$ cat config.mk
export PLATFORM = sky130hd
export DESIGN_NAME = swa_aggregator
export DESIGN_NICKNAME = d
export VERILOG_FILES = /design/src/core/swa_aggregator.v /design/src/core/swa_warn_cell.v
export VERILOG_INCLUDE_DIRS = /design/src /design/src/core
export SDC_FILE = /design/constraint.sdc
export NUM_CORES = 1
export LEC_CHECK = 0
export BUFFER_PORTS_ARGS = -buffer_cell sky130_fd_sc_hd__buf_2
export CAP_MARGIN = 10
export CORE_ASPECT_RATIO = 0.9
export CORE_MARGIN = 2
export CORE_UTILIZATION = 60
export DETAILED_ROUTE_END_ITERATION = 6
export PLACE_DENSITY = 0.86
export SETUP_SLACK_MARGIN = 0.05
export SYNTH_ARGS = -nofsm -noshare
export SYNTH_HDL_FRONTEND = slang
export SYNTH_SLANG_ARGS = --single-unit
$ cat constraint.sdc
create_clock -name core_clk_i -period 8.9 [get_ports core_clk_i]
set_input_delay 1.335 -clock core_clk_i [delete_from_list [all_inputs] [get_ports core_clk_i]]
set_output_delay 1.335 -clock core_clk_i [all_outputs]
set_load 0.05 [all_outputs]
$ cat src/core/swa_map.vh
`ifndef SWA_MAP_VH
`define SWA_MAP_VH

// register byte offsets
`define SWA_OFS_SEL_FIRST      8'h00
`define SWA_OFS_SEL_SECOND     8'h04
`define SWA_OFS_WARN_MASK      8'h08
`define SWA_OFS_OSC_LEVEL      8'h0C
`define SWA_OFS_MPOFF_TIME     8'h10
`define SWA_OFS_OVERSPEED      8'h14
`define SWA_OFS_DEV_LIMIT      8'h18
`define SWA_OFS_WORK_RANGE     8'h1C
`define SWA_OFS_TQ_SEL         8'h20
`define SWA_OFS_TQ_LIMIT1      8'h24
`define SWA_OFS_LATCH_SEL      8'h28
`define SWA_OFS_ENC_ERR_LIMIT  8'h2C
`define SWA_OFS_CTRL           8'h30
`define SWA_OFS_WARN_STATUS    8'h34
`define SWA_OFS_ERR_STATUS     8'h38

// field positions
`define SWA_CTRL_CLEAR_BIT     0
`define SWA_ERR_OVERSPEED_BIT  0
`define SWA_ERR_POS_DEV_BIT    1
`define SWA_ERR_SOFT_LIM_BIT   2

// warning selection values
`define SWA_SEL_ALL            4'h0
`define SWA_SEL_OVERLOAD       4'h1
`define SWA_SEL_OVER_REGEN     4'h2
`define SWA_SEL_BATTERY        4'h3
`define SWA_SEL_FAN            4'h4
`define SWA_SEL_ENC_COMM       4'h5
`define SWA_SEL_ENC_HEAT       4'h6
`define SWA_SEL_OSC            4'h7
`define SWA_SEL_LIFETIME       4'h8
`define SWA_SEL_EXT_SCALE      4'h9
`define SWA_SEL_EXT_COMM       4'hA
`define SWA_SEL_MAIN_POWER     4'hE

// mask bit positions
`define SWA_MBIT_OVERLOAD      7
`define SWA_MBIT_OVER_REGEN    5
`define SWA_MBIT_BATTERY       0
`define SWA_MBIT_FAN           6
`define SWA_MBIT_ENC_COMM      4
`define SWA_MBIT_ENC_HEAT      3
`define SWA_MBIT_OSC           13
`define SWA_MBIT_LIFETIME      2
`define SWA_MBIT_EXT_SCALE     8
`define SWA_MBIT_EXT_COMM      14
`define SWA_MBIT_MAIN_POWER    12

// thresholds
`define SWA_LOAD_WARN_PCT      8'h55
`define SWA_BATT_LOW_DV        8'h20
`define SWA_MPOFF_MIN_MS       11'h00A
`define SWA_MPOFF_MAX_MS       11'h7CF

// reset values
`define SWA_RST_SEL            4'h0
`define SWA_RST_MASK           16'h0000
`define SWA_RST_OSC_LEVEL      10'h000
`define SWA_RST_MPOFF_TIME     11'h046
`define SWA_RST_MOTOR_MAX_RPM  16'h1770
`define SWA_RST_OVERSPEED      16'h1C20
`define SWA_RST_DEV_LIMIT      32'h0000_7530
`define SWA_RST_WORK_RANGE     16'h000A
`define SWA_RST_TQ_SEL         4'h1
`define SWA_RST_TQ_LIMIT1      16'h01F4
`define SWA_RST_LATCH_SEL      1'h0
`define SWA_RST_ENC_ERR_LIMIT  8'h03

// timing
`define SWA_CLK_MHZ            250
`define SWA_MS_NS              1000000
`define SWA_CLK_NS             4
`define SWA_MS_CYCLES          (`SWA_MS_NS / `SWA_CLK_NS)
`define SWA_HOLD_SEC_MS        1000
`define SWA_FAN_SEC_MS         1000

`endif

$ cat src/core/swa_aggregator.v
`include "swa_map.vh"

////////////////////////////////////////////////////////////////////////////////
module swa_aggregator #(
  parameter MS_CYCLES = `SWA_MS_CYCLES
) (
  input  wire        core_clk_i,
  input  wire        reset_n_i,
  input  wire [7:0]  reg_addr_i,
  input  wire [31:0] reg_wdata_i,
  input  wire        reg_write_i,
  input  wire        reg_read_i,
  output reg  [31:0] reg_rdata_o,
  input  wire        alarm_clear_input_i,
  input  wire [7:0]  load_factor_i,
  input  wire [7:0]  regen_factor_i,
  input  wire [7:0]  battery_voltage_i,
  input  wire        fan_stopped_i,
  input  wire [7:0]  enc_err_run_i,
  input  wire        enc_overheat_i,
  input  wire        enc_inc_20bit_i,
  input  wire [9:0]  torque_osc_i,
  input  wire        life_short_i,
  input  wire        main_power_lost_i,
  input  wire [15:0] motor_speed_i,
  input  wire        position_control_i,
  input  wire [31:0] position_cmd_i,
  input  wire [31:0] position_act_i,
  input  wire [15:0] motor_revs_i,
  input  wire [15:0] torque_cmd_i,
  input  wire [15:0] torque_limit_ext_i,
  output reg         warning_out_first_o,
  output reg         warning_out_second_o,
  output reg         torque_in_limit_out_o,
  output reg  [15:0] torque_limit_o,
  output reg         err_overspeed_o,
  output reg         err_pos_dev_o,
  output reg         err_soft_limit_o
);

  ////////////////////////////////////////////////////////////////////////////////
  // configuration registers

  reg  [3:0]  warn_out_first_select;
  reg  [3:0]  warn_out_second_select;
  reg  [15:0] warning_mask_setting;
  reg  [9:0]  oscillation_detect_level;
  reg  [10:0] main_power_off_detect_time;
  reg  [15:0] overspeed_level_setting;
  reg  [31:0] position_deviation_limit;
  reg  [15:0] motor_working_range;
  reg  [3:0]  torque_limit_selection;
  reg  [15:0] first_torque_limit;
  reg         warning_latch_select;
  reg  [7:0]  enc_err_limit;
  reg         sw_clear;
  reg         clr_meta;
  reg         clr_sync;
  reg  [17:0] ms_count;
  reg         ms_tick;
  reg  [9:0]  fan_ms;
  reg         fan_long;
  reg  [10:0] mpoff_ms;
  reg         mpoff_long;
  wire [14:0] warn;
  reg  [15:0] raw;
  wire        clear_all;
  wire        any_warn;
  reg  [31:0] next_rdata;
  wire [15:0] speed_abs;
  wire [31:0] pos_diff;
  wire [31:0] pos_diff_abs;
  wire [15:0] revs_abs;
  wire [15:0] torque_abs;
  wire [15:0] next_limit;

  ////////////////////////////////////////////////////////////////////////////////
  // helpers

  function [3:0] mask_pos;
    input [3:0] sel;
    begin
      case (sel)
        `SWA_SEL_OVERLOAD:   mask_pos = `SWA_MBIT_OVERLOAD;
        `SWA_SEL_OVER_REGEN: mask_pos = `SWA_MBIT_OVER_REGEN;
        `SWA_SEL_BATTERY:    mask_pos = `SWA_MBIT_BATTERY;
        `SWA_SEL_FAN:        mask_pos = `SWA_MBIT_FAN;
        `SWA_SEL_ENC_COMM:   mask_pos = `SWA_MBIT_ENC_COMM;
        `SWA_SEL_ENC_HEAT:   mask_pos = `SWA_MBIT_ENC_HEAT;
        `SWA_SEL_OSC:        mask_pos = `SWA_MBIT_OSC;
        `SWA_SEL_LIFETIME:   mask_pos = `SWA_MBIT_LIFETIME;
        `SWA_SEL_EXT_SCALE:  mask_pos = `SWA_MBIT_EXT_SCALE;
        `SWA_SEL_EXT_COMM:   mask_pos = `SWA_MBIT_EXT_COMM;
        `SWA_SEL_MAIN_POWER: mask_pos = `SWA_MBIT_MAIN_POWER;
        default:             mask_pos = 4'hF;
      endcase
    end
  endfunction

  // listed selection values only; anything else reads as no warning
  function pick_warn;
    input [3:0]  sel;
    input [14:0] vec;
    begin
      case (sel)
        `SWA_SEL_ALL:        pick_warn = |vec;
        `SWA_SEL_OVERLOAD,
        `SWA_SEL_OVER_REGEN,
        `SWA_SEL_BATTERY,
        `SWA_SEL_FAN,
        `SWA_SEL_ENC_COMM,
        `SWA_SEL_ENC_HEAT,
        `SWA_SEL_OSC,
        `SWA_SEL_LIFETIME,
        `SWA_SEL_EXT_SCALE,
        `SWA_SEL_EXT_COMM,
        `SWA_SEL_MAIN_POWER: pick_warn = vec[sel];
        default:             pick_warn = 1'b0;
      endcase
    end
  endfunction

  function [15:0] abs16;
    input [15:0] v;
    begin
      abs16 = v[15] ? (~v + 16'h0001) : v;
    end
  endfunction

  ////////////////////////////////////////////////////////////////////////////////
  // register bus

  always @(posedge core_clk_i or negedge reset_n_i) begin
    if (!reset_n_i) begin
      warn_out_first_select      <= `SWA_RST_SEL;
      warn_out_second_select     <= `SWA_RST_SEL;
      warning_mask_setting       <= `SWA_RST_MASK;
      oscillation_detect_level   <= `SWA_RST_OSC_LEVEL;
      main_power_off_detect_time <= `SWA_RST_MPOFF_TIME;
      overspeed_level_setting    <= `SWA_RST_OVERSPEED;
      position_deviation_limit   <= `SWA_RST_DEV_LIMIT;
      motor_working_range        <= `SWA_RST_WORK_RANGE;
      torque_limit_selection     <= `SWA_RST_TQ_SEL;
      first_torque_limit         <= `SWA_RST_TQ_LIMIT1;
      warning_latch_select       <= `SWA_RST_LATCH_SEL;
      enc_err_limit              <= `SWA_RST_ENC_ERR_LIMIT;
      sw_clear                   <= 1'b0;
    end else begin
      sw_clear <= 1'b0;
      if (reg_write_i) begin
        case (reg_addr_i)
          `SWA_OFS_SEL_FIRST:     warn_out_first_select      <= reg_wdata_i[3:0];
          `SWA_OFS_SEL_SECOND:    warn_out_second_select     <= reg_wdata_i[3:0];
          `SWA_OFS_WARN_MASK:     warning_mask_setting       <= reg_wdata_i[15:0];
          `SWA_OFS_OSC_LEVEL:     oscillation_detect_level   <= reg_wdata_i[9:0];
          `SWA_OFS_MPOFF_TIME:    main_power_off_detect_time <= reg_wdata_i[10:0];
          `SWA_OFS_OVERSPEED:     overspeed_level_setting    <= reg_wdata_i[15:0];
          `SWA_OFS_DEV_LIMIT:     position_deviation_limit   <= reg_wdata_i;
          `SWA_OFS_WORK_RANGE:    motor_working_range        <= reg_wdata_i[15:0];
          `SWA_OFS_TQ_SEL:        torque_limit_selection     <= reg_wdata_i[3:0];
          `SWA_OFS_TQ_LIMIT1:     first_torque_limit         <= reg_wdata_i[15:0];
          `SWA_OFS_LATCH_SEL:     warning_latch_select       <= reg_wdata_i[0];
          `SWA_OFS_ENC_ERR_LIMIT: enc_err_limit              <= reg_wdata_i[7:0];
          `SWA_OFS_CTRL:          sw_clear <= reg_wdata_i[`SWA_CTRL_CLEAR_BIT];
          default:                sw_clear <= 1'b0;
        endcase
      end
    end
  end

  always @* begin
    next_rdata = 32'h0000_0000;
    if (reg_read_i) begin
      case (reg_addr_i)
        `SWA_OFS_SEL_FIRST:     next_rdata = {28'h0000000, warn_out_first_select};
        `SWA_OFS_SEL_SECOND:    next_rdata = {28'h0000000, warn_out_second_select};
        `SWA_OFS_WARN_MASK:     next_rdata = {16'h0000, warning_mask_setting};
        `SWA_OFS_OSC_LEVEL:     next_rdata = {22'h000000, oscillation_detect_level};
        `SWA_OFS_MPOFF_TIME:    next_rdata = {21'h000000, main_power_off_detect_time};
        `SWA_OFS_OVERSPEED:     next_rdata = {16'h0000, overspeed_level_setting};
        `SWA_OFS_DEV_LIMIT:     next_rdata = position_deviation_limit;
        `SWA_OFS_WORK_RANGE:    next_rdata = {16'h0000, motor_working_range};
        `SWA_OFS_TQ_SEL:        next_rdata = {28'h0000000, torque_limit_selection};
        `SWA_OFS_TQ_LIMIT1:     next_rdata = {16'h0000, first_torque_limit};
        `SWA_OFS_LATCH_SEL:     next_rdata = {31'h00000000, warning_latch_select};
        `SWA_OFS_ENC_ERR_LIMIT: next_rdata = {24'h000000, enc_err_limit};
        `SWA_OFS_WARN_STATUS:   next_rdata = {17'h00000, warn};
        `SWA_OFS_ERR_STATUS:
          next_rdata = {29'h00000000, err_soft_limit_o, err_pos_dev_o, err_overspeed_o};
        default:                next_rdata = 32'h0000_0000;
      endcase
    end
  end

  always @(posedge core_clk_i or negedge reset_n_i) begin
    if (!reset_n_i) begin
      reg_rdata_o <= 32'h0000_0000;
    end else begin
      reg_rdata_o <= next_rdata;
    end
  end

  ////////////////////////////////////////////////////////////////////////////////
  // clear input synchroniser and millisecond tick

  always @(posedge core_clk_i or negedge reset_n_i) begin
    if (!reset_n_i) begin
      clr_meta <= 1'b0;
      clr_sync <= 1'b0;
      ms_count <= 18'h00000;
      ms_tick  <= 1'b0;
    end else begin
      clr_meta <= alarm_clear_input_i;
      clr_sync <= clr_meta;
      if (ms_count == MS_CYCLES[17:0] - 18'h00001) begin
        ms_count <= 18'h00000;
        ms_tick  <= 1'b1;
      end else begin
        ms_count <= ms_count + 18'h00001;
        ms_tick  <= 1'b0;
      end
    end
  end

  assign clear_all = sw_clear | clr_sync;

  ////////////////////////////////////////////////////////////////////////////////
  // persistence timers

  always @(posedge core_clk_i or negedge reset_n_i) begin
    if (!reset_n_i) begin
      fan_ms     <= 10'h000;
      fan_long   <= 1'b0;
      mpoff_ms   <= 11'h000;
      mpoff_long <= 1'b0;
    end else begin
      if (!fan_stopped_i) begin
        fan_ms   <= 10'h000;
        fan_long <= 1'b0;
      end else if (ms_tick && !fan_long) begin
        if (fan_ms == (`SWA_FAN_SEC_MS - 1)) begin
          fan_long <= 1'b1;
        end else begin
          fan_ms <= fan_ms + 10'h001;
        end
      end
      if (!main_power_lost_i) begin
        mpoff_ms   <= 11'h000;
        mpoff_long <= 1'b0;
      end else if (ms_tick && !mpoff_long) begin
        if (mpoff_ms >= main_power_off_detect_time) begin
          mpoff_long <= 1'b1;
        end else begin
          mpoff_ms <= mpoff_ms + 11'h001;
        end
      end
    end
  end

  ////////////////////////////////////////////////////////////////////////////////
  // warning causes, indexed by selection value

  always @* begin
    raw = 16'h0000;
    raw[`SWA_SEL_OVERLOAD]   = load_factor_i >= `SWA_LOAD_WARN_PCT;
    raw[`SWA_SEL_OVER_REGEN] = regen_factor_i >= `SWA_LOAD_WARN_PCT;
    raw[`SWA_SEL_BATTERY]    = battery_voltage_i <= `SWA_BATT_LOW_DV;
    raw[`SWA_SEL_FAN]        = fan_long;
    raw[`SWA_SEL_ENC_COMM]   = enc_err_run_i > enc_err_limit;
    raw[`SWA_SEL_ENC_HEAT]   = enc_overheat_i & enc_inc_20bit_i;
    raw[`SWA_SEL_OSC]        = (oscillation_detect_level != 10'h000) &&
                               (torque_osc_i > oscillation_detect_level);
    raw[`SWA_SEL_LIFETIME]   = life_short_i;
    raw[`SWA_SEL_EXT_SCALE]  = 1'b0;
    raw[`SWA_SEL_EXT_COMM]   = 1'b0;
    raw[`SWA_SEL_MAIN_POWER] = mpoff_long &&
                               (main_power_off_detect_time >= `SWA_MPOFF_MIN_MS) &&
                               (main_power_off_detect_time <= `SWA_MPOFF_MAX_MS);
  end

  assign warn[0] = 1'b0;

  genvar gi;
  generate
    for (gi = 1; gi < 15; gi = gi + 1) begin : g_warn
      localparam [31:0] SEL_IDX = gi;
      wire       masked;
      wire [3:0] sel_v = SEL_IDX[3:0];
      assign masked = (mask_pos(sel_v) != 4'hF) &&
                      warning_mask_setting[mask_pos(sel_v)];
      swa_warn_cell u_cell (
        .core_clk_i   (core_clk_i),
        .reset_n_i    (reset_n_i),
        .cause_i      (raw[gi] & ~masked),
        .latch_mode_i (warning_latch_select),
        .clear_i      (clear_all),
        .ms_tick_i    (ms_tick),
        .flag_o       (warn[gi])
      );
    end
  endgenerate

  assign any_warn = |warn;

  ////////////////////////////////////////////////////////////////////////////////
  // protection errors and torque limit

  assign speed_abs    = abs16(motor_speed_i);
  assign pos_diff     = position_cmd_i - position_act_i;
  assign pos_diff_abs = pos_diff[31] ? (~pos_diff + 32'h0000_0001) : pos_diff;
  assign revs_abs     = abs16(motor_revs_i);
  assign torque_abs   = abs16(torque_cmd_i);
  assign next_limit   = (torque_limit_selection <= 4'h1) ?
                        first_torque_limit : torque_limit_ext_i;

  always @(posedge core_clk_i or negedge reset_n_i) begin
    if (!reset_n_i) begin
      warning_out_first_o   <= 1'b0;
      warning_out_second_o  <= 1'b0;
      torque_in_limit_out_o <= 1'b0;
      torque_limit_o        <= `SWA_RST_TQ_LIMIT1;
      err_overspeed_o       <= 1'b0;
      err_pos_dev_o         <= 1'b0;
      err_soft_limit_o      <= 1'b0;
    end else begin
      warning_out_first_o   <= pick_warn(warn_out_first_select, warn);
      warning_out_second_o  <= pick_warn(warn_out_second_select, warn);
      torque_limit_o        <= next_limit;
      torque_in_limit_out_o <= torque_abs >= next_limit;
      if (speed_abs > overspeed_level_setting) begin
        err_overspeed_o <= 1'b1;
      end else if (clear_all) begin
        err_overspeed_o <= 1'b0;
      end
      if (position_control_i && (pos_diff_abs > position_deviation_limit)) begin
        err_pos_dev_o <= 1'b1;
      end else if (clear_all) begin
        err_pos_dev_o <= 1'b0;
      end
      if (position_control_i && (revs_abs > motor_working_range)) begin
        err_soft_limit_o <= 1'b1;
      end else if (clear_all) begin
        err_soft_limit_o <= 1'b0;
      end
    end
  end

endmodule

$ cat src/core/swa_warn_cell.v
`include "swa_map.vh"

// one warning flag: set by its cause, held 1 s or latched, cleared by alarm clear
module swa_warn_cell (
  input  wire core_clk_i,
  input  wire reset_n_i,
  input  wire cause_i,
  input  wire latch_mode_i,
  input  wire clear_i,
  input  wire ms_tick_i,
  output reg  flag_o
);

  reg [9:0] hold_ms;

  always @(posedge core_clk_i or negedge reset_n_i) begin
    if (!reset_n_i) begin
      flag_o  <= 1'b0;
      hold_ms <= 10'h000;
    end else if (clear_i) begin
      flag_o  <= 1'b0;
      hold_ms <= 10'h000;
    end else if (cause_i) begin
      flag_o  <= 1'b1;
      hold_ms <= 10'h000;
    end else if (flag_o && !latch_mode_i && ms_tick_i) begin
      if (hold_ms == (`SWA_HOLD_SEC_MS - 1)) begin
        flag_o  <= 1'b0;
        hold_ms <= 10'h000;
      end else begin
        hold_ms <= hold_ms + 10'h001;
      end
    end
  end

endmodule

Word-level counts from Yosys, hierarchy flattened
Memory sizes are Yosys's and may differ from the RTL's.
Index checks and enable logic that the tools add are counted.
{"block": "word_totals", "regBits": 391, "rom_bits": 1152, "input_bits": 221, "out_inout_bits": 54, "wordCells": 480, "memories": 18}
{"memory": "(no name shown)", "words": 16, "word_bits": 4, "rd": 1, "rd_clocked_by_memory_dff": 0, "write_ports": 0, "line_no": "swa_aggregator.v:83", "text": "case (sel)"}
{"memory": "(no name shown)", "words": 16, "word_bits": 4, "rd": 1, "rd_clocked_by_memory_dff": 0, "write_ports": 0, "line_no": "swa_aggregator.v:83"}
{"memory": "(no name shown)", "words": 16, "word_bits": 4, "rd": 1, "rd_clocked_by_memory_dff": 0, "write_ports": 0, "line_no": "swa_aggregator.v:83"}
{"memory": "(no name shown)", "words": 16, "word_bits": 4, "rd": 1, "rd_clocked_by_memory_dff": 0, "write_ports": 0, "line_no": "swa_aggregator.v:83"}
{"memory": "(no name shown)", "words": 16, "word_bits": 4, "rd": 1, "rd_clocked_by_memory_dff": 0, "write_ports": 0, "line_no": "swa_aggregator.v:83"}
{"memory": "(no name shown)", "words": 16, "word_bits": 4, "rd": 1, "rd_clocked_by_memory_dff": 0, "write_ports": 0, "line_no": "swa_aggregator.v:83"}
{"memory": "12 more memories"}
{"block": "classes", "add_sub_neg": 22, "order_cmp": 24, "n_eq_ne": 67, "mux": 153, "n_bitwise": 24, "n_reduce_logical": 115}
{"cell": "2-to-1 mux 10 bit", "count": 54}
{"cell": "case mux 32 bit (14 select lines)", "count": 1}
{"cell": "adder 10 x 1 -> 10 bit (second input constant)", "count": 15}
{"cell": "equality test 10 bit (second input constant)", "count": 15}
{"cell": "2-to-1 mux 1 bit", "count": 75}
{"cell": "2-to-1 mux 16 bit", "count": 4}
{"cell": "2-to-1 mux 32 bit", "count": 2}
{"cell": "AND reduction 2 bit", "count": 30}
{"cell": "equality test 8 x 6 -> 1 bit (second input constant)", "count": 7}
{"cell": "less-than comparator 4 x 5 -> 1 bit (second input constant)", "count": 11}
{"cell": "nonzero test 3 bit", "count": 18}
{"cell": "adder 16 x 1 -> 16 bit (second input constant)", "count": 3}
{"cell": "inverter 16 bit", "count": 3}
{"cell": "binary-select mux 1 bit (select 4 bit)", "count": 11}
{"cell": "logical AND 1 bit", "count": 44}
{"cell": "!= test 4 bit (second input constant)", "count": 9}
{"cell": "2-to-1 mux 11 bit", "count": 3}
{"cell": "adder 32 x 1 -> 32 bit (second input constant)", "count": 1}
{"cell": "equality test 4 x 3 -> 1 bit (second input constant)", "count": 8}
{"cell": "equality test 4 bit (second input constant)", "count": 8}
{"cell": "equality test 8 x 5 -> 1 bit (second input constant)", "count": 4}
{"cell": "greater-than comparator 16 bit", "count": 2}
{"cell": "greater-than comparator 32 bit", "count": 1}
{"cell": "inverter 32 bit", "count": 1}
{"cell": "other kinds (31)", "count": 75}

Depth between registers and ports, before layout
Gate-level depths: netlist (run 1).
An unclocked memory read counts as a cell.
{"block": "logic_depth", "word_depth": 8, "mapped_depth": 25, "depth_no_buf": 25}

By module
Synthesis (run 1) repeated with hierarchy kept, for this count alone.
{"block": "unflattened", "hier_cells": 2616, "area_unflattened_um2": 25443.2}
{"mod": "swa_aggregator", "instances": 1, "cells_per_inst": 1697, "area_each_um2": 16433.3, "seq_area_each_um2": 5969.5}
{"mod": "swa_warn_cell (g_warn[10].u_cell ...)", "instances": 13, "cells_per_inst": 66, "area_each_um2": 643.1, "seq_area_each_um2": 275.3}
{"mod": "swa_warn_cell (g_warn[7].u_cell)", "instances": 1, "cells_per_inst": 61, "area_each_um2": 649.4, "seq_area_each_um2": 275.3}

Worst setup path after synthesis (run 1)
Ideal clock, no wire load.
{"block": "synth_timing", "kind": "input -> register", "from": "in position_cmd_i[0]", "to": "reg err_pos_dev_o", "setup_ns": 0.118, "arrival_ns": 5.722, "required_time_ns": 8.782, "path_slack_ns": 3.060, "path_stages": 24, "path_buffers": 0, "path_cell_list": "inv_1 > ha_1 > inv_1 > fa_1 > a21o_2 > a221o_2 > a2111oi_4 > nor3b_2 > nor3_4 > nand3b_4 > nor4_4 > nor2_1 > xnor2_1 > ha_1 > a21o_1 > a21o_1 > a21o_1 > a21o_1 > a21o_1 > a21o_1 > a21o_1 > a31oi_1 > o21ai_0 > a21o_1"}
{"block": "synth_via", "elab_chain_cells": 7, "word_cells_on_any_way": 8, "cone_classes": "2 x add/sub; 1 x order compare; 2 x mux; 1 x bitwise; 2 x reduce/logical"}
{"item": "start: declaration", "line_no": "swa_aggregator.v:27", "text": "input wire [31:0] position_cmd_i,"}
{"item": "subtractor 32 bit *", "line_no": "swa_aggregator.v:309", "text": "assign pos_diff = position_cmd_i - position_act_i;"}
{"item": "inverter 32 bit", "line_no": "swa_aggregator.v:310", "text": "assign pos_diff_abs = pos_diff[31] ? (~pos_diff + 32'h0000_0001) : pos_diff;"}
{"item": "adder 32 x 1 -> 32 bit", "line_no": "swa_aggregator.v:310"}
{"item": "2-to-1 mux 32 bit *", "line_no": "swa_aggregator.v:310"}
{"item": "greater-than comparator 32 bit *", "line_no": "swa_aggregator.v:335", "text": "if (position_control_i && (pos_diff_abs > position_deviation_limit)) begin"}
{"item": "logical AND 1 bit *", "line_no": "swa_aggregator.v:335"}
{"item": "2-to-1 mux 1 bit / nonzero test 2 bit (equally long branches)"}
{"item": "end signal: assignment", "line_no": "swa_aggregator.v:323", "text": "err_pos_dev_o <= 1'b0;"}
{"item": "end signal: assignment", "line_no": "swa_aggregator.v:336", "text": "err_pos_dev_o <= 1'b1;"}
{"item": "end signal: assignment", "line_no": "swa_aggregator.v:338", "text": "err_pos_dev_o <= 1'b0;"}
{"item": "end: declaration", "line_no": "swa_aggregator.v:37", "text": "output reg err_pos_dev_o,"}
Mark *: on every way between the ends. The rest lies on a longest branch, timed or not.
A chain may end at the register's enable or synchronous reset.

Worst setup path in the final report (run 1)
{"block": "layout_timing", "from": "in position_cmd_i[4]", "to": "reg err_pos_dev_o"}
Same word-level chain as after synthesis.

==> results of run 1 <==
[cells by family after synthesis]
logic type | synth area share (%)
adders and majority gates | 9.05
muxes | 8.51
DFF | 38.8
AOI/OAI and AO/OA | 15.9
and+or+nand+nor | 17.7
buffers and inverters | 4.39
xor gates and xnor gates | 5.70
[through the flow]
stage          cells  power [mW]  cell area, um2
2_1_floorplan   2307        2.29           21800
3_3_place_gp    2995        2.52           23600
3_5_place_dp    2995        2.57           23600
4_1_cts         3064        4.29           24900
5_1_grt         3072        4.48           25000
6_report        3077        4.29           25000
[final cells by class]
| class | instances | area, um2 | area share, % |
|---|---|---|---|
| flip-flops and latches | 336 | 8450 | 33.8 |
| inverters | 165 | 619 | 2.48 |
| well taps | 476 | 596 | 2.39 |
| repair buffers | 289 | 1510 | 6.03 |
| diodes | 13 | 32.5 | 0.130 |
| clock inverters | 18 | 277 | 1.11 |
| multi-input cells | 1729 | 12400 | 49.6 |
| clock buffers | 51 | 1100 | 4.41 |
[worst max-delay path, stage by stage]
cell and delay (ps):
buf_2 100, ha_1 410, a21oi_1 370, o22ai_1 200, o2111ai_1 280, a211oi_1 220, o21a_1 270, a21o_1 210
a31o_2 270, xnor2_2 690, nor2_1 150, xnor2_1 170, ha_1 300, a21o_1 190, a21o_1 170, a21o_1 190
a21o_1 180, a21o_1 170, a21o_1 170, a21o_1 170, a31oi_1 150, o21ai_0 90, a21o_1 160
[placed cells by master (no fill, tap or decap), drive strengths merged, types with 14 or more instances in the layout]
master | synthesis | layout
and3 | 59 | 59
ha | 156 | 156
a31oi | 24 | 24
o21a | 25 | 25
xor2 | 45 | 45
mux2 | 141 | 141
o31ai | 28 | 28
inv | 165 | 167
nand3 | 71 | 71
a221oi | 15 | 15
and2 | 26 | 26
nor4 | 14 | 14
xnor2 | 95 | 95
nand2b | 60 | 60
a21o | 35 | 35
dfrtp | 305 | 305
mux2i | 22 | 22
nor2b | 40 | 40
nand4 | 39 | 39
dfstp | 31 | 31
or2 | 21 | 21
buf | 12 | 289
a22oi | 24 | 24
nor2 | 152 | 152
a21oi | 111 | 111
o21ai | 175 | 175
nor3 | 37 | 37
nand2 | 158 | 158
clkbuf | 65 | 51
[sequential cells by signal, summed over array words and instances, names as in the netlist, 16 cells and up]
name,count
first_torque_limit,16
overspeed_level_setting,16
position_deviation_limit,32
torque_limit_o,16
reg_rdata_o,32
ms_count,18
motor_working_range,16
warning_mask_setting,16
g_warn.u_cell.hold_ms,90
[final timing paths]
check,endpoint,slack [ps]
worst min register to register,clr_sync,360
worst max register to register,torque_in_limit_out_o,5600
max in group asynchronous,position_deviation_limit[24],6580
worst max-delay path,err_pos_dev_o,2700
min in group asynchronous,g_warn[6].u_cell.hold_ms[6],830
worst min-delay path,clr_sync,360
[layer usage]
layer	global-route usage (%)	part of all wire, %	vias up
li1	-	-	8793
met1	41.8	41	9411
met2	50.9	47	919
met3	6.61	8.4	198
met4	13.5	4.2	2
met5	0	0.021	-
[power by group through the flow]
stage	Clock, mW	Sequential, mW	Combinational, mW
6_report	1.72	1.65	0.921
5_1_grt	1.81	1.65	1.02
4_1_cts	1.73	1.65	0.911
3_5_place_dp	0	1.67	0.900
3_3_place_gp	0	1.67	0.854
2_1_floorplan	0	1.70	0.595
==> results.json, run 1 <==
{
  "status": "complete, no violations",
  "clockPowerShare_pct": 40.0,
  "coreArea_um2": 35900,
  "syn_to_final_growth_pct": 14.6,
  "gp_congestion": 0.932,
  "period_share_pct": 69.7,
  "grt_max_degree": 194,
  "pwr-share-seq_pct": 38.5,
  "p_comb_share_pct": 21.5,
  "ys_ff_latch": 336,
  "via_count": 19300,
  "syn-num-nets": 2685,
  "clkTransAtPathRegs_ps": 60,
  "fin_util_pct": 69.5,
  "dp_hpwl_um": 44700,
  "numCtsBuffers": 38,
  "fin_skew_ps": 28.2,
  "r2r_start": "torque_limit_selection[2]",
  "yosysSeqAreaShare_pct": 38.8,
  "setup_viol": 0,
  "grt_pass1_vias": 18900,
  "drv_cap": 0,
  "numPortBuffers": 274,
  "drive_above_1_share_pct": 22.5,
  "ys_warn_count": 0,
  "synth_ff_type": "dfrtp_1",
  "startpoint": "position_cmd_i[4]",
  "antenna_found_initial": 10,
  "maxSlewViolCount": 0,
  "drt_wl_total_um": 61200,
  "worst_setup_path_start_kind": "input port",
  "synthTopCellsByArea": "dfrtp_1 (35%), ha_1 (9.0%), mux2_2 (7.3%)",
  "finalCriticalPeriod_ps": 6200,
  "ctsResizeCount": 0,
  "rsz0062_at_grt": "false",
  "setup_tns_ps": 0,
  "die_h_um": 185,
  "worst_slew_pin_slew_ps": 1120,
  "gr-total-overflow": 0,
  "fin_ws_ps": 2700,
  "yosysMostFrequentCell": "dfrtp_1",
  "die_w_um": 205,
  "cp_max_fo": 21,
  "io_pins": 275,
  "synth_cell_types": 92,
  "die-area_um2": 37800,
  "wl_per_cell_um": 19.9,
  "dp_slack_ps": 2250,
  "post_cts_buffers": 0,
  "synth_edf_count": 0,
  "via_per_inst": 6.28,
  "syn_area_per_cell_um2": 9.44,
  "ir_drop_uv": 111,
  "cts_tree": "yes",
  "clk_latency_ps": 530,
  "grt_first_pass_wirelength_um": 96500,
  "cp.arrival_ps": 6610,
  "yosys-top-cells-count": "dfrtp_1 (305), o21ai_0 (174), inv_1 (165)",
  "drc": 0,
  "hold_viol_final": 0,
  "synthCells": 2307,
  "hp-class": "reg -> reg",
  "grt_use_total_pct": 31.8,
  "reg2reg_depth": 14,
  "mappedNetlistArea_um2": 21800,
  "h-tree-depth": 2,
  "rows": 66,
  "endpoint_kind": "flop",
  "firstDrtPassIters": 6,
  "hp-start": "clr_meta",
  "synth_top_cell_by_area": "dfrtp_1",
  "critical_path_class": "in -> reg",
  "power_leakage_nw": 11.8,
  "cp.required_ps": 9310,
  "clkSinkCount": 336,
  "nets": 2937,
  "synthArstFlopShare_pct": 100,
  "hold_depth": 0,
  "p_sw_share_pct": 29.1,
  "intPower_mw": 3.04,
  "drt_iter0_markers": 1737,
  "whs_ps": 357,
  "p_per_area_nw_per_um2": 172,
  "postRouteAntennaNets": 0,
  "cts-hold-fix-buffers": 0,
  "initial_core_util_pct": 60.6,
  "worst_slew_margin_rel_pct": 25.3,
  "nFillCells": 2629,
  "cts-root-buf": "clkbuf_16",
  "fmax_mhz": 161,
  "cts_buffer_depth": 3,
  "synth_top_area_share_pct": 35.0,
  "p_sw_mw": 1.25
}
Note: power is estimated with default switching activity, not from simulation.
==> inputs of run 2 (changes only) <==
--- a/config.mk
+++ b/config.mk
@@ -10,9 +10,9 @@
 export CAP_MARGIN = 10
 export CORE_ASPECT_RATIO = 0.9
 export CORE_MARGIN = 2
-export CORE_UTILIZATION = 60
+export CORE_UTILIZATION = 59
 export DETAILED_ROUTE_END_ITERATION = 6
-export PLACE_DENSITY = 0.86
+export PLACE_DENSITY = 0.85
 export SETUP_SLACK_MARGIN = 0.05
 export SYNTH_ARGS = -nofsm -noshare
 export SYNTH_HDL_FRONTEND = slang
==> constraint.sdc (replaced) <==
create_clock -name core_clk_i -period 6.3 [get_ports core_clk_i]
set_input_delay 0.945 -clock core_clk_i [delete_from_list [all_inputs] [get_ports core_clk_i]]
set_output_delay 0.945 -clock core_clk_i [all_outputs]
set_load 0.05 [all_outputs]
==> run 2 against run 1 <==
The run now ends with DRC left. Clock skew is 6.8 ps lower. Via count is 0.69% lower. Design area hardly changed. Hold slack better by 4.7 ps. Register-to-register slack worse by 2700 ps. Combinational power is 41% higher. Sequential power is 41% higher.
==> results.json, run 2 (synthesis results as in run 1) <==
{
  "rsz0062_at_grt": "false",
  "cp.arrival_ps": 5930,
  "p_comb_share_pct": 21.7,
  "placed_cells": 3000,
  "maxSlewViolCount": 0,
  "fin_skew_ps": 21.4,
  "final_cell_mix": "dfrtp_1 (305), buf_2 (274), o21ai_0 (174)",
  "grt_pass1_vias": 18600,
  "nets": 2944,
  "antenna_found_initial": 6,
  "die_w_um": 207,
  "initial_core_util_pct": 60.1,
  "ir_drop_uv": 184,
  "clk_latency_ps": 550,
  "p_sw_mw": 1.79,
  "largest_register_ffs": 90,
  "via_per_inst": 6.23,
  "postRouteAntennaNets": 0,
  "p_per_area_nw_per_um2": 240,
  "worst_slew_pin_slew_ps": 1110,
  "largestRegisters": "g_warn.u_cell.hold_ms x90, position_deviation_limit x32, reg_rdata_o x32",
  "dp_hpwl_um": 44700,
  "finalCriticalPeriod_ps": 5500,
  "setup_viol": 0,
  "cts-root-buf": "clkbuf_16",
  "h-tree-depth": 2,
  "grt_first_pass_wirelength_um": 95200,
  "gr-total-overflow": 0,
  "final_cells": 3080,
  "numPortBuffers": 274,
  "p_sw_share_pct": 29.8,
  "cts-hold-fix-buffers": 0,
  "fmax_mhz": 182,
  "hp-class": "in -> async",
  "coreArea_um2": 36300,
  "cp.required_ps": 6730,
  "cts_tree": "yes",
  "drive_above_1_share_pct": 22.5,
  "syn_to_final_growth_pct": 14.6,
  "drt_iter0_markers": 1791,
  "wl_per_cell_um": 19.6,
  "top_register": "g_warn.u_cell.hold_ms",
  "rrSetupSlack_ps": 2880,
  "drc": 16,
  "ctsResizeCount": 0,
  "drt_wl_total_um": 60200,
  "setup_tns_ps": 0,
  "via_count": 19200,
  "gp_congestion": 0.935,
  "clockPowerShare_pct": 39.4,
  "grt_use_total_pct": 30.8,
  "die-area_um2": 38500,
  "die_h_um": 186,
  "post_cts_buffers": 0,
  "violations": "DRC",
  "io_pins": 275,
  "cts_buffer_depth": 3,
  "endpoint_kind": "flop",
  "worst_setup_path_start_kind": "input port",
  "drv_cap": 0,
  "clkTransAtPathRegs_ps": 60,
  "clkSinkCount": 336,
  "cp_max_fo": 16,
  "fin_util_pct": 68.8,
  "rows": 66,
  "layout_commonest_cell": "dfrtp_1",
  "pwr-share-seq_pct": 38.9,
  "grt_max_degree": 194,
  "hold_viol_final": 0,
  "power_leakage_nw": 11.8,
  "period_share_pct": 87.3,
  "numCtsBuffers": 39,
  "critical_path_class": "in -> reg",
  "worst_slew_margin_rel_pct": 26.0,
  "intPower_mw": 4.21,
  "firstDrtPassIters": 7,
  "status": "finished, violations left"
}
## run 2: final timing paths
path,start,to,cells after the start
setup / recovery,position_act_i[5],err_pos_dev_o,24
setup reg to reg,torque_limit_selection[2],torque_in_limit_out_o,14
max in group asynchronous,reset_n_i,torque_limit_o[12],2
min in group core_clk_i,clr_meta,clr_sync,0
hold reg to reg,clr_meta,clr_sync,0
hold / removal,reset_n_i,g_warn[6].u_cell.hold_ms[5],1
## run 2: worst max-delay path, cell delays in order
cell	delay (ps)
buf_2	80
inv_1	30
ha_1	490
nand4_1	160
o22ai_1	350
o2111ai_1	190
a211oi_1	570
o21a_1	250
a21o_1	160
a31o_2	210
xnor2_2	160
buf_4	260
mux2_2	370
ha_1	280
nor2b_1	130
o21a_1	160
o21a_1	160
o21a_1	160
o21a_1	150
o21ai_0	140
nand2b_1	70
a21oi_1	130
o21ai_0	110
a21o_1	190
## run 2: cell type report
class                      count  area [um2]
tap                          476         596
antenna                        8        20.0
clock inverter                18         248
clock buffer                  53        1090
timing repair buffer         295        1550
sequential                   336        8450
fill                        2622       11300
multi-input combinational   1729       12400
inverter                     165         619
## run 2: power groups by stage
| stage | clock (mW) | combinational, mW | sequential, mW |
|---|---|---|---|
| after floorplan | 0 | 0.841 | 2.39 |
| after global placement | 0 | 1.21 | 2.36 |
| after detailed placement | 0 | 1.28 | 2.37 |
| after CTS | 2.38 | 1.29 | 2.33 |
| after global routing | 2.48 | 1.45 | 2.34 |
| final | 2.36 | 1.30 | 2.33 |
## run 2: through the flow
step                cell area, um2  power, mW  setup WS [ps]  hold slack (ps)
floorplan                    21800       3.24            850              331
CTS                          24900       6.00            863              355
finish                       25000       6.00            799              361
global placement             23600       3.58            503              335
detailed placement           23600       3.64            324              342
global route                 24900       6.26            512              379
## run 2: metal layers
| layer | vias to the layer above | track usage [%] | share of wire [%] |
|---|---|---|---|
| met4 | 4 | 13.1 | 3.9 |
| met1 | 9352 | 41.7 | 41 |
| met5 | - | 1.15 | 0.12 |
| met2 | 859 | 49.4 | 47 |
| met3 | 173 | 4.84 | 7.8 |
| li1 | 8802 | - | - |
